===== src/hdl/lsag_defines.svh =====
`ifndef LSAG_DEFINES_SVH
`define LSAG_DEFINES_SVH
// What this block does
// RULE1: Absolute: constant top 4 bits to address top
// RULE2: Absolute: low 14 bits kept, 27:14 zero
// RULE3: Short offset: register plus sign-extended 10 bits
// RULE4: Long offset: register plus sign-extended 16 bits
// RULE5: Pre-update: sum is address and write-back
// RULE6: Post-update: access register, write back sum
// RULE7: Circular: even base, odd length and index
// RULE8: Circular index post-update wraps inside buffer
// RULE9: Wrap subtracts length if over, adds if negative
// RULE10: Access past buffer end wraps to start
// RULE11: Circular base must be 64-bit aligned
// RULE12: Buffer length multiple of access size
// RULE13: Alignment trap when index not below length
// RULE14: Bit-reverse: even base, odd index and modifier
// RULE15: Index becomes reverse of reversed sums
// RULE16: Software sets modifier to half buffer size
// RULE17: Scaled add: address plus data times 1,2,4,8
// RULE18: Bit add: data shifted right 3, low bits cleared
// RULE19: Jump with link writes next instruction address
// RULE20: Segment is the top 4 address bits
// RULE21: Segment crossing raises memory trap, no access

// Register byte offsets on the bus
`define LSAG_CTRL_OFFS 12'h000
`define LSAG_STATUS_OFFS 12'h004
`define LSAG_COUNT_OFFS 12'h008
`define LSAG_LAST_ADDR_OFFS 12'h00c
`define LSAG_TRAP_ADDR_OFFS 12'h010
`define LSAG_TRAP_COUNT_OFFS 12'h014
// Control and status fields
`define LSAG_CTRL_ENABLE_BIT 0
`define LSAG_CTRL_RESET 1'h1
`define LSAG_STAT_ALIGN_BIT 0
`define LSAG_STAT_MEM_BIT 1
// Bus responses
`define LSAG_RESP_OKAY 2'h0
`define LSAG_RESP_SLVERR 2'h2
// Address layout
`define LSAG_SEG_HI 31
`define LSAG_SEG_LO 28
`define LSAG_ABS_LOW_BITS 14
`define LSAG_BASE_ALIGN_MASK 32'h0000_0007
`define LSAG_WORD_MASK 32'hffff_fffc
`define LSAG_BITIDX_SHIFT 3
`define LSAG_HALF_W 16
`endif


===== src/hdl/lsag_pkg.sv =====
package lsag_pkg;

    // Operation requested by decode
    typedef enum logic [3:0] {
        LSAG_OP_ABS, LSAG_OP_BSO, LSAG_OP_BLO, LSAG_OP_PRE, LSAG_OP_POST,
        LSAG_OP_CIRC, LSAG_OP_BREV, LSAG_OP_SCALED, LSAG_OP_BITIDX, LSAG_OP_LINK
    } lsag_op_e;

    // Access size, code equals log2 of the byte count
    typedef enum logic [1:0] {
        LSAG_SZ_BYTE, LSAG_SZ_HALF, LSAG_SZ_WORD, LSAG_SZ_DWORD
    } lsag_size_e;

    // Request from decode and the address register file
    typedef struct packed {
        logic valid;
        lsag_op_e op;
        lsag_size_e size;
        logic [17:0] imm;
        logic [31:0] base;
        logic [31:0] pair;
        logic [31:0] data;
        logic [1:0] scale;
        logic [31:0] next_pc;
    } lsag_req_s;

    // Result towards memory pipeline and register file
    typedef struct packed {
        logic valid;
        logic access;
        logic [31:0] addr;
        logic split;
        logic [3:0] first_bytes;
        logic [31:0] split_addr;
        logic wb_en;
        logic [31:0] wb_val;
        logic pair_wb_en;
        logic [31:0] pair_val;
        logic link_we;
        logic [31:0] link_val;
        logic alignment_trap;
        logic mem_trap;
    } lsag_res_s;

    // Whole state of the generator
    typedef struct packed {
        lsag_res_s res;
        logic enable;
        logic [1:0] status;
        logic [31:0] count;
        logic [31:0] last_addr;
        logic [31:0] trap_addr;
        logic [31:0] trap_count;
        logic awready;
        logic wready;
        logic aw_got;
        logic w_got;
        logic [11:0] aw_addr;
        logic [31:0] wdata;
        logic [3:0] wstrb;
        logic bvalid;
        logic [1:0] bresp;
        logic arready;
        logic rvalid;
        logic [31:0] rdata;
        logic [1:0] rresp;
    } lsag_state_s;

endpackage


===== src/hdl/lsag_addr_gen.sv =====
// Our own choices: the address map and register access over AXI4-Lite.
`timescale 1ns/10ps
`include "lsag_defines.svh"
module lsag_addr_gen (
    input wire logic sys_clk,
    input wire logic reset,
    input wire lsag_pkg::lsag_req_s req,
    output lsag_pkg::lsag_res_s res,
    input wire logic [11:0] awaddr,
    input wire logic awvalid,
    output logic awready,
    input wire logic [31:0] wdata,
    input wire logic [3:0] wstrb,
    input wire logic wvalid,
    output logic wready,
    output logic [1:0] bresp,
    output logic bvalid,
    input wire logic bready,
    input wire logic [11:0] araddr,
    input wire logic arvalid,
    output logic arready,
    output logic [31:0] rdata,
    output logic [1:0] rresp,
    output logic rvalid,
    input wire logic rready
);
    import lsag_pkg::*;

    lsag_state_s s;
    lsag_state_s n;

    ////////////////////////////////////////////////////////////////////////////
    // Operand fields
    logic [31:0] off_short;
    logic [31:0] off_long;
    logic [31:0] abs_addr;
    logic [31:0] sum_short;
    logic [31:0] sum_long;
    logic [15:0] idx;
    logic [15:0] len;
    logic [15:0] modif;
    logic [4:0] sz_bytes;

    // Sign extension of the instruction offsets
    assign off_short = {{22{req.imm[9]}}, req.imm[9:0]};
    assign off_long = {{16{req.imm[15]}}, req.imm[15:0]};
    // Constant top bits go to the segment field, the gap stays zero
    assign abs_addr = {req.imm[17:14], 14'h0000, req.imm[13:0]}; // RULE1 RULE2
    assign sum_short = req.base + off_short; // RULE3
    assign sum_long = req.base + off_long; // RULE4
    // Odd register holds the upper and lower halves of pair state
    assign idx = req.pair[15:0]; // RULE7 RULE14
    assign len = req.pair[31:16]; // RULE7
    assign modif = req.pair[31:16]; // RULE14
    assign sz_bytes = 5'h01 << req.size;

    ////////////////////////////////////////////////////////////////////////////
    // Circular buffer arithmetic
    logic [17:0] circ_raw;
    logic circ_neg;
    logic circ_over;
    logic [17:0] circ_fix;
    logic [31:0] circ_addr;
    logic [16:0] circ_end;
    logic circ_split;
    logic [15:0] circ_first;
    logic circ_misalign;

    // Raw index step by the signed byte offset
    assign circ_raw = {2'h0, idx} + {{8{req.imm[9]}}, req.imm[9:0]}; // RULE8
    assign circ_neg = circ_raw[17];
    assign circ_over = !circ_neg && (circ_raw >= {2'h0, len});
    // Wrap back into the buffer on either side
    always_comb begin
        if (circ_neg) begin
            circ_fix = circ_raw + {2'h0, len}; // RULE9
        end else if (circ_over) begin
            circ_fix = circ_raw - {2'h0, len}; // RULE9
        end else begin
            circ_fix = circ_raw;
        end
    end
    assign circ_addr = req.base + {16'h0000, idx}; // RULE7
    // An access running past the end continues at the base
    assign circ_end = {1'b0, idx} + {12'h000, sz_bytes};
    assign circ_split = circ_end > {1'b0, len}; // RULE10
    assign circ_first = len - idx;
    // Base alignment, length granularity and index range checks
    assign circ_misalign = ((req.base & `LSAG_BASE_ALIGN_MASK) != 32'h0) // RULE11
        || ((len & ({11'h000, sz_bytes} - 16'h0001)) != 16'h0000) // RULE12
        || (idx >= len); // RULE13

    ////////////////////////////////////////////////////////////////////////////
    // Bit-reverse index update
    logic [15:0] rev_idx;
    logic [15:0] rev_mod;
    logic [15:0] rev_sum;
    logic [15:0] brev_next;
    logic [31:0] brev_addr;

    lsag_bit_reverse #(.W(`LSAG_HALF_W)) u_rev_idx (
        .din(idx),
        .dout(rev_idx)
    );
    lsag_bit_reverse #(.W(`LSAG_HALF_W)) u_rev_mod (
        .din(modif),
        .dout(rev_mod)
    );
    // Add in mirrored space so the carry runs toward the low bits
    assign rev_sum = rev_idx + rev_mod; // RULE15
    lsag_bit_reverse #(.W(`LSAG_HALF_W)) u_rev_sum (
        .din(rev_sum),
        .dout(brev_next)
    );
    assign brev_addr = req.base + {16'h0000, idx}; // RULE14

    ////////////////////////////////////////////////////////////////////////////
    // Index helper operations
    logic [31:0] scaled_sum;
    logic [31:0] bitidx_sum;

    assign scaled_sum = req.base + (req.data << req.scale); // RULE17
    assign bitidx_sum = (req.base + (req.data >> `LSAG_BITIDX_SHIFT))
        & `LSAG_WORD_MASK; // RULE18

    // Segment field differs between two addresses
    function automatic logic seg_cross(input logic [31:0] a, input logic [31:0] b);
        seg_cross = a[`LSAG_SEG_HI:`LSAG_SEG_LO] != b[`LSAG_SEG_HI:`LSAG_SEG_LO]; // RULE20
    endfunction

    ////////////////////////////////////////////////////////////////////////////
    // Next state
    logic [1:0] stat_clr;
    logic [1:0] stat_set;
    logic [9:0] ridx;

    assign ridx = araddr[11:2];

    always_comb begin
        n = s;
        n.res = '0;
        stat_clr = 2'h0;
        stat_set = 2'h0;

        // Write channel capture, either order
        if (s.bvalid && bready) begin
            n.bvalid = 1'b0;
        end
        if (awvalid && s.awready) begin
            n.aw_got = 1'b1;
            n.aw_addr = awaddr;
        end
        if (wvalid && s.wready) begin
            n.w_got = 1'b1;
            n.wdata = wdata;
            n.wstrb = wstrb;
        end
        // Register write once both halves are in and the response is free
        // Decode the address just captured, it may arrive in this very cycle
        if (n.aw_got && n.w_got && !n.bvalid) begin
            n.aw_got = 1'b0;
            n.w_got = 1'b0;
            n.bvalid = 1'b1;
            n.bresp = `LSAG_RESP_OKAY;
            if (n.aw_addr[11:2] == `LSAG_CTRL_OFFS >> 2) begin
                if (n.wstrb[0]) begin
                    n.enable = n.wdata[`LSAG_CTRL_ENABLE_BIT];
                end
            end else if (n.aw_addr[11:2] == `LSAG_STATUS_OFFS >> 2) begin
                if (n.wstrb[0]) begin
                    stat_clr = n.wdata[1:0];
                end
            end else if (n.aw_addr[11:2] > `LSAG_TRAP_COUNT_OFFS >> 2) begin
                n.bresp = `LSAG_RESP_SLVERR;
            end
        end
        n.awready = !n.aw_got;
        n.wready = !n.w_got;

        // Read channel
        if (s.rvalid && rready) begin
            n.rvalid = 1'b0;
        end
        if (arvalid && s.arready) begin
            n.rvalid = 1'b1;
            n.rresp = `LSAG_RESP_OKAY;
            n.rdata = 32'h0000_0000;
            unique case (ridx)
                `LSAG_CTRL_OFFS >> 2: n.rdata = {31'h0000_0000, s.enable};
                `LSAG_STATUS_OFFS >> 2: n.rdata = {30'h0000_0000, s.status};
                `LSAG_COUNT_OFFS >> 2: n.rdata = s.count;
                `LSAG_LAST_ADDR_OFFS >> 2: n.rdata = s.last_addr;
                `LSAG_TRAP_ADDR_OFFS >> 2: n.rdata = s.trap_addr;
                `LSAG_TRAP_COUNT_OFFS >> 2: n.rdata = s.trap_count;
                default: n.rresp = `LSAG_RESP_SLVERR;
            endcase
        end
        n.arready = !n.rvalid;

        // Address generation, one request per cycle
        if (req.valid && s.enable) begin
            n.res.valid = 1'b1;
            unique case (req.op)
                LSAG_OP_ABS: begin
                    n.res.access = 1'b1;
                    n.res.addr = abs_addr; // RULE1
                end
                LSAG_OP_BSO: begin
                    n.res.access = 1'b1;
                    n.res.addr = sum_short; // RULE3
                    n.res.mem_trap = seg_cross(sum_short, req.base); // RULE21
                end
                LSAG_OP_BLO: begin
                    n.res.access = 1'b1;
                    n.res.addr = sum_long; // RULE4
                    n.res.mem_trap = seg_cross(sum_long, req.base); // RULE21
                end
                LSAG_OP_PRE: begin
                    n.res.access = 1'b1;
                    n.res.addr = sum_short; // RULE5
                    n.res.wb_en = 1'b1;
                    n.res.wb_val = sum_short; // RULE5
                    n.res.mem_trap = seg_cross(sum_short, req.base); // RULE21
                end
                LSAG_OP_POST: begin
                    n.res.access = 1'b1;
                    n.res.addr = req.base; // RULE6
                    n.res.wb_en = 1'b1;
                    n.res.wb_val = sum_short; // RULE6
                end
                LSAG_OP_CIRC: begin
                    n.res.access = 1'b1;
                    n.res.addr = circ_addr; // RULE7
                    n.res.split = circ_split; // RULE10
                    n.res.first_bytes = circ_split ? circ_first[3:0] : sz_bytes[3:0];
                    n.res.split_addr = req.base; // RULE10
                    n.res.pair_wb_en = 1'b1;
                    n.res.pair_val = {len, circ_fix[15:0]}; // RULE8
                    n.res.alignment_trap = circ_misalign; // RULE11 RULE12 RULE13
                    n.res.mem_trap = seg_cross(circ_addr, req.base); // RULE21
                end
                LSAG_OP_BREV: begin
                    n.res.access = 1'b1;
                    n.res.addr = brev_addr; // RULE14
                    n.res.pair_wb_en = 1'b1;
                    n.res.pair_val = {modif, brev_next}; // RULE15
                    n.res.mem_trap = seg_cross(brev_addr, req.base); // RULE21
                end
                LSAG_OP_SCALED: begin
                    n.res.wb_en = 1'b1;
                    n.res.wb_val = scaled_sum; // RULE17
                end
                LSAG_OP_BITIDX: begin
                    n.res.wb_en = 1'b1;
                    n.res.wb_val = bitidx_sum; // RULE18
                end
                LSAG_OP_LINK: begin
                    n.res.link_we = 1'b1;
                    n.res.link_val = req.next_pc; // RULE19
                end
                default: begin
                    n.res.valid = 1'b0;
                end
            endcase
            // A trap replaces the access and all register updates
            if (n.res.alignment_trap || n.res.mem_trap) begin
                n.res.access = 1'b0; // RULE21
                n.res.split = 1'b0;
                n.res.wb_en = 1'b0;
                n.res.pair_wb_en = 1'b0;
                n.trap_addr = n.res.addr;
                n.trap_count = s.trap_count + 32'h0000_0001;
            end
            if (n.res.access) begin
                n.count = s.count + 32'h0000_0001;
                n.last_addr = n.res.addr;
            end
            stat_set[`LSAG_STAT_ALIGN_BIT] = n.res.alignment_trap;
            stat_set[`LSAG_STAT_MEM_BIT] = n.res.mem_trap;
        end

        // Sticky trap flags, a new trap beats a clear in the same cycle
        n.status = (s.status & ~stat_clr) | stat_set;
    end

    ////////////////////////////////////////////////////////////////////////////
    // State register
    always_ff @(posedge sys_clk) begin
        if (reset) begin
            s <= '0;
            s.enable <= `LSAG_CTRL_RESET;
        end else begin
            s <= n;
        end
    end

    // Outputs straight from the state register
    assign res = s.res;
    assign awready = s.awready;
    assign wready = s.wready;
    assign bvalid = s.bvalid;
    assign bresp = s.bresp;
    assign arready = s.arready;
    assign rvalid = s.rvalid;
    assign rdata = s.rdata;
    assign rresp = s.rresp;
endmodule


===== src/hdl/lsag_bit_reverse.sv =====
`timescale 1ns/10ps
// Mirrors a vector: bit n swaps with bit W-1-n
module lsag_bit_reverse #(
    parameter int W = 16
) (
    input wire logic [W-1:0] din,
    output logic [W-1:0] dout
);
    // Pure wiring, no logic depth
    always_comb begin
        for (int i = 0; i < W; i++) begin
            dout[i] = din[W-1-i];
        end
    end
endmodule


===== config.mk =====
export PLATFORM = sky130hd
export DESIGN_NAME = lsag_addr_gen
export DESIGN_NICKNAME = d
export VERILOG_FILES = /design/src/hdl/lsag_pkg.sv /design/src/hdl/lsag_addr_gen.sv /design/src/hdl/lsag_bit_reverse.sv
export VERILOG_INCLUDE_DIRS = /design/src /design/src/hdl
export SDC_FILE = /design/constraint.sdc
export NUM_CORES = 1
export LEC_CHECK = 0
export BUFFER_PORTS_ARGS = -buffer_cell sky130_fd_sc_hd__buf_2
export CELL_PAD_IN_SITES_DETAIL_PLACEMENT = 0
export CELL_PAD_IN_SITES_GLOBAL_PLACEMENT = 1
export CORE_MARGIN = 3
export CORE_UTILIZATION = 30
export CTS_CLUSTER_SIZE = 12
export DETAILED_ROUTE_END_ITERATION = 16
export GPL_TIMING_DRIVEN = 0
export PLACE_DENSITY_LB_ADDON = 0.05
export RECOVER_POWER = 25
export SLEW_MARGIN = 10
export SYNTH_ARGS = -nofsm -noshare
export SYNTH_HDL_FRONTEND = slang
export SYNTH_SLANG_ARGS = --single-unit

===== constraint.sdc =====
create_clock -name sys_clk -period 8 [get_ports sys_clk]
set_input_delay 0 -clock sys_clk [delete_from_list [all_inputs] [get_ports sys_clk]]
set_output_delay 0 -clock sys_clk [all_outputs]
set_load 0.02 [all_outputs]

# Yosys cells after proc, flatten, opt, wreduce, memory -nomap -nowiden
# Index checks and enable logic that the tools add are counted.
# classes
n_lt_le_gt_ge	4
multipliers	0
muxes	33
n_eq_ne	18
n_reduce_logical	35
n_bitwise	7
shift	2
addsub	14
div	0
# op_table
cell	count
32-bit one-hot mux with 6 select lines	1
33-bit one-hot mux with 5 select lines	1
33-bit one-hot mux with 3 select lines	1
32-bit adder	3
33-bit one-hot mux with 2 select lines	1
32-bit by 1-bit adder with 32-bit output, second input constant	2
35-bit 2-to-1 mux	1
33-bit 2-to-1 mux	1
16-bit adder	2
32-bit by 16-bit adder with 32-bit output	1
32-bit by 29-bit adder with 32-bit output	1
16-bit 2-to-1 mux	2
32-bit nonzero test	1
32-bit by 2-bit << shifter with 32-bit output	1
10-bit by 1-bit equality test with 1-bit output, second input constant	2
10-bit by 2-bit equality test with 1-bit output, second input constant	2
10-bit by 3-bit equality test with 1-bit output, second input constant	2
10-bit logical NOT	2
2-bit 2-to-1 mux	10
17-bit by 10-bit adder with 18-bit output	1
18-bit by 16-bit greater-or-equal comparator with 1-bit output	1
16-bit by 5-bit adder with 17-bit output	1
17-bit by 16-bit greater-than comparator with 1-bit output	1
16-bit AND	1
33 further kinds	71
# word_totals
wordCells	148
in_bits	222
mem_bits_rw	0
latch_bits	0
mem_bits_ro	0
out_inout_bits	213
mem_count	0
ff_bits	364

# Longest topological paths before layout
# logic_depth
ltp_word	12
mapped_depth	27
ltp_nobuf	26

# Cells and area by module
# Synthesis repeated with hierarchy kept, for this count alone.
# unflattened
hier_cells	3424
area_unflattened_um2	27864.2
# modules_own_cells
mod	n_inst	area_per_inst_um2	seq_area_each_um2	cells_each
lsag_addr_gen	1	27503.9	7146.9	3376
lsag_bit_reverse	3	120.1	0.0	16

# Least setup slack after synthesis
# No wires, ideal clock.
# synth_path
kind	input port to flip-flop
startpoint	input req[66] in the netlist's numbering
endpoint	register s, in the netlist res[49]
t_required_ns	7.925
path_buffers	1
setup_ns	0.075
arrival_time_ns	4.462
slack_ns	3.463
stages	27
path_cell_list	ha_1 > inv_1 > fa_1 > nor2b_1 > o21ai_0 > a21boi_0 > o211ai_1 > a21oi_1 > nor2_1 > a21oi_1 > a21o_1 > a211oi_1 > nor3_1 > ha_1 > nand4_1 > nor3_1 > a31o_2 > a21o_1 > a41oi_1 > nand2_1 > or3_1 > nand3_1 > nor2_1 > clkbuf_1 > a221oi_1 > o221ai_1 > o21ai_0
# synth_via
elab_chain_cells	6
word_cells_on_any_way	9
classes_between	add/sub: 3; order compare: 1; mux: 3; reduce/logical: 2
# synth_rtl
element	line	source
start, declared	lsag_addr_gen.sv:7	input wire lsag_pkg::lsag_req_s req,
17-bit by 10-bit adder with 18-bit output (*)	lsag_addr_gen.sv:70	assign circ_raw = {2'h0, idx} + {{8{req.imm[9]}}, req.imm[9:0]};
18-bit by 16-bit greater-or-equal comparator with 1-bit output or 1-bit logical NOT (tied branches)	lsag_addr_gen.sv:72	assign circ_over = !circ_neg && (circ_raw >= {2'h0, len});
1-bit logical AND	lsag_addr_gen.sv:72	
16-bit 2-to-1 mux	lsag_addr_gen.sv:77	end else if (circ_over) begin
16-bit 2-to-1 mux (*)	lsag_addr_gen.sv:75	if (circ_neg) begin
33-bit one-hot mux with 2 select lines (*)	lsag_addr_gen.sv:203	unique case (req.op)
end signal, assigned	lsag_addr_gen.sv:293	s <= n;
end, declared	lsag_addr_gen.sv:29	lsag_state_s s;
# Mark *: on every way between the ends. The rest lies on a longest branch, timed or not.
# A chain may end at the register's enable or synchronous reset.

# Final worst setup path
# layout_path
startpoint	input req[67] in the netlist's numbering
endpoint	register s, in the netlist res[49]
# Same word-level chain as after synthesis.

==> reports/metrics.cfg <==
[grt]
grt.overflow.total = 0
grt_pass1_vias = 26120
grt_antenna_before_repair = 11
grt_pass1_wl_mm = 169.8
grt_start_max_net_pins = 32
grt_usage_pct = 24.84

[die]
dieArea_um2 = 90610
num_io_pins = 435
coreArea_um2 = 85680
std_cell_rows = 107
initial_core_util_pct = 30.47
fp.dieH_um = 301.0
die_w_um = 301.0

[logic_synthesis]
syn-cell-area_um2 = 26110
synth_edf_count = 0
ys_seq_area_share_pct = 27.37
yosysMostFrequentCell = dfxtp_1
syn_area_per_cell_um2 = 8.134
synth_top_cell_by_area = dfxtp_1
synthCells = 3210
async_reset_ff_share_pct = 0
synthFlopType = dfxtp_1
ys_ff_latch = 357
synth_area_leaders = dfxtp_1 (27%), ha_1 (11%), a21oi_1 (6.0%)
yosysWarnings = 0
ys_types = 80
synth.top_cell.area_share_pct = 27.37
synthTopCellsByCount = dfxtp_1 (357), a21oi_1 (315), nor2_1 (314)

[clock_tree]
post-cts-setup-buffers = 0
clk_path_buf_depth = 3
clk_pin_slew_worst_paths_ns = 0.06
htreeDepth = 2
ctsResizeCount = 0
insertion_delay_ns = 0.60
cts_tree = yes
cts-buffers-inserted = 46
clock-sinks = 357
cts-root-buf = clkbuf_16

[min_path]
hold_class = input port to register

[pwr]
p_per_area_nw_per_um2 = 179.9
ir_worst_vdd_mv = 0.1393
p_leak_uw = 0.01358

[timing]
timing.fmax_mhz = 156.9
hold_viol_final = 0
setup_tns_ns = 0
fin_skew_ns = 0.02109
final_min_period_over_clock_period_pct = 79.65
whs_ns = 0.02410
rsz0062_at_grt = false
fin_crit_ns = 6.372
slew_headroom_pct = 15.84
finalSetupViolCount = 0
tightest_slew_ns = 1.262
drv_slew = 0

[critical_path]
critPathTopFamily = compound AO/OA/AOI/OAI gates
start_kind = input port
cp_max_fo = 10
end_kind = register
cp_slowest_cell = fa_1
cp.arrival_ns = 6.83
critical_path_required_ns = 8.46
crit_type = input port to register
worst-path-buf-inv = 3
slowest_delay_ns = 0.51

[placed_design]
port_buffers = 391
globalplace.congestion = 0.9083
hpwlAfterDp_mm = 93.92

[drt]
drc = 0
vias_per_cell = 5.338
first_iter_violations = 2050
wl_mm = 116.2
ant_nets = 0
drt_pass1_iterations = 6
wire_per_inst_um = 23.48
vias = 26430

[flow_run]
cap_violations = 0

[layout]
fillers = 9031
syn2layout_area_growth_pct = 22.97
drive_above_1_share_pct = 15.78
nets = 4227

[outcome]
status = complete, no violations

==> cells by family (layout without fill, tap and decap cells) <==
| logic type | count (synthesis) | count (layout) | share of synthesized area (%) |
|---|---|---|---|
| and+or+nand+nor | 991 | 991 | 18.27 |
| adders and majority gates | 240 | 240 | 11.76 |
| other | 1 | 7 | 0.01436 |
| xor gates and xnor gates | 184 | 184 | 6.225 |
| muxes | 45 | 45 | 3.081 |
| DFF | 357 | 357 | 27.37 |
| AOI/OAI and AO/OA | 941 | 941 | 23.78 |
| buffers and inverters | 451 | 1042 | 9.507 |
==> power breakdown <==
group	switching, µW	leakage, µW	internal (µW)
clock network	884	0.000776	1310
logic	1090	0.00992	646
registers	24.3	0.00289	1830
total	2000	0.0136	3780
==> cell type report <==
type                            count  area [µm²]  area share (%)
Multi-Input combinational cell   2403       16520           51.46
Sequential cell                   357        7147           22.26
Timing Repair Buffer              506        2933           9.134
Antenna cell                        5       12.51         0.03897
Clock buffer                       67        1310           4.080
Tap cell                         1144        1431           4.458
Inverter                           93       349.1           1.087
Buffer                            358        2133           6.644
Clock inverter                     18       270.3          0.8417
==> layout by cell type, fill, tap and decap left out, types with 19 or more instances in the layout <==
cell type and count:
a211oi_1 65, a21o_1 86, a21oi_1 315, a222oi_1 57
a22oi_1 21, a31oi_1 25, and2_1 54, and3_1 76
buf_2 257, buf_4 210, clkbuf_1 283, clkbuf_16 46
dfxtp_1 357, dlygate4sd3_1 111, ha_1 231, inv_1 92
mux4_2 28, nand2_1 206, nand2b_1 31, nand3_1 74
nand4_1 23, nor2_1 312, nor2b_1 28, nor3_1 82
nor4_1 26, o21a_1 27, o21ai_0 134, o21bai_1 31
o31ai_1 19, or3_1 33, xnor2_1 123, xor2_1 60
==> worst register-to-register path, cell delays in order, from the launching register on <==
cell and delay (ns):
dfxtp_1 0.45, and4_1 0.30, nand4_1 0.15, nor2_1 0.25, and4_1 0.30, and4_1 0.27
and4_1 0.30, and4_1 0.27, and3_1 0.24, and3_1 0.23, and3_1 0.22, nand2_1 0.09
o31a_1 0.25, o21a_1 0.18
==> worst paths after layout <==
path | startpoint | end | slack [ns] | cells after the start
setup / recovery | req[67] | res[49] | 1.63 | 27
hold / removal | req[149] | res[133] | 0.02 | 4
setup reg to reg | s[191] | s[218] | 4.36 | 13
hold reg to reg | s[82] | s[82] | 0.45 | 2
==> registers in the layout, indices dropped and copies added, names as in the netlist <==
name / flops
arready: 1
awready: 1
bresp: 1
bvalid: 1
rdata: 32
res: 172
rresp: 1
rvalid: 1
s: 146
wready: 1
==> repair_timing <==
item	in CTS	in global routing
endpoints found under the setup margin	0	0
hold buffers	111	0
endpoints found under the hold margin	118	0
==> layer usage <==
metal  vias up  wire, µm  track usage, %
met5         -        35               0
met4         6      3077           6.550
met3       145      5987           2.942
met2       804     55950           43.38
met1     12810     51190           32.28
li1      12660         -               -
==> metrics by stage <==
stage,total power [µW],std cells,worst slack (ns),area [µm²],util [%]
after detailed placement,3563,4750,1.093,29580,34.53
after global routing,6066,4946,1.131,32100,37.46
after floorplan,2980,3211,3.463,26120,-
after CTS,5836,4946,1.702,32270,37.67
final,5775,4951,1.628,32110,37.48
after global placement,3554,4746,0.9235,29500,34.43
Note: power is estimated with default switching activity, not from simulation.
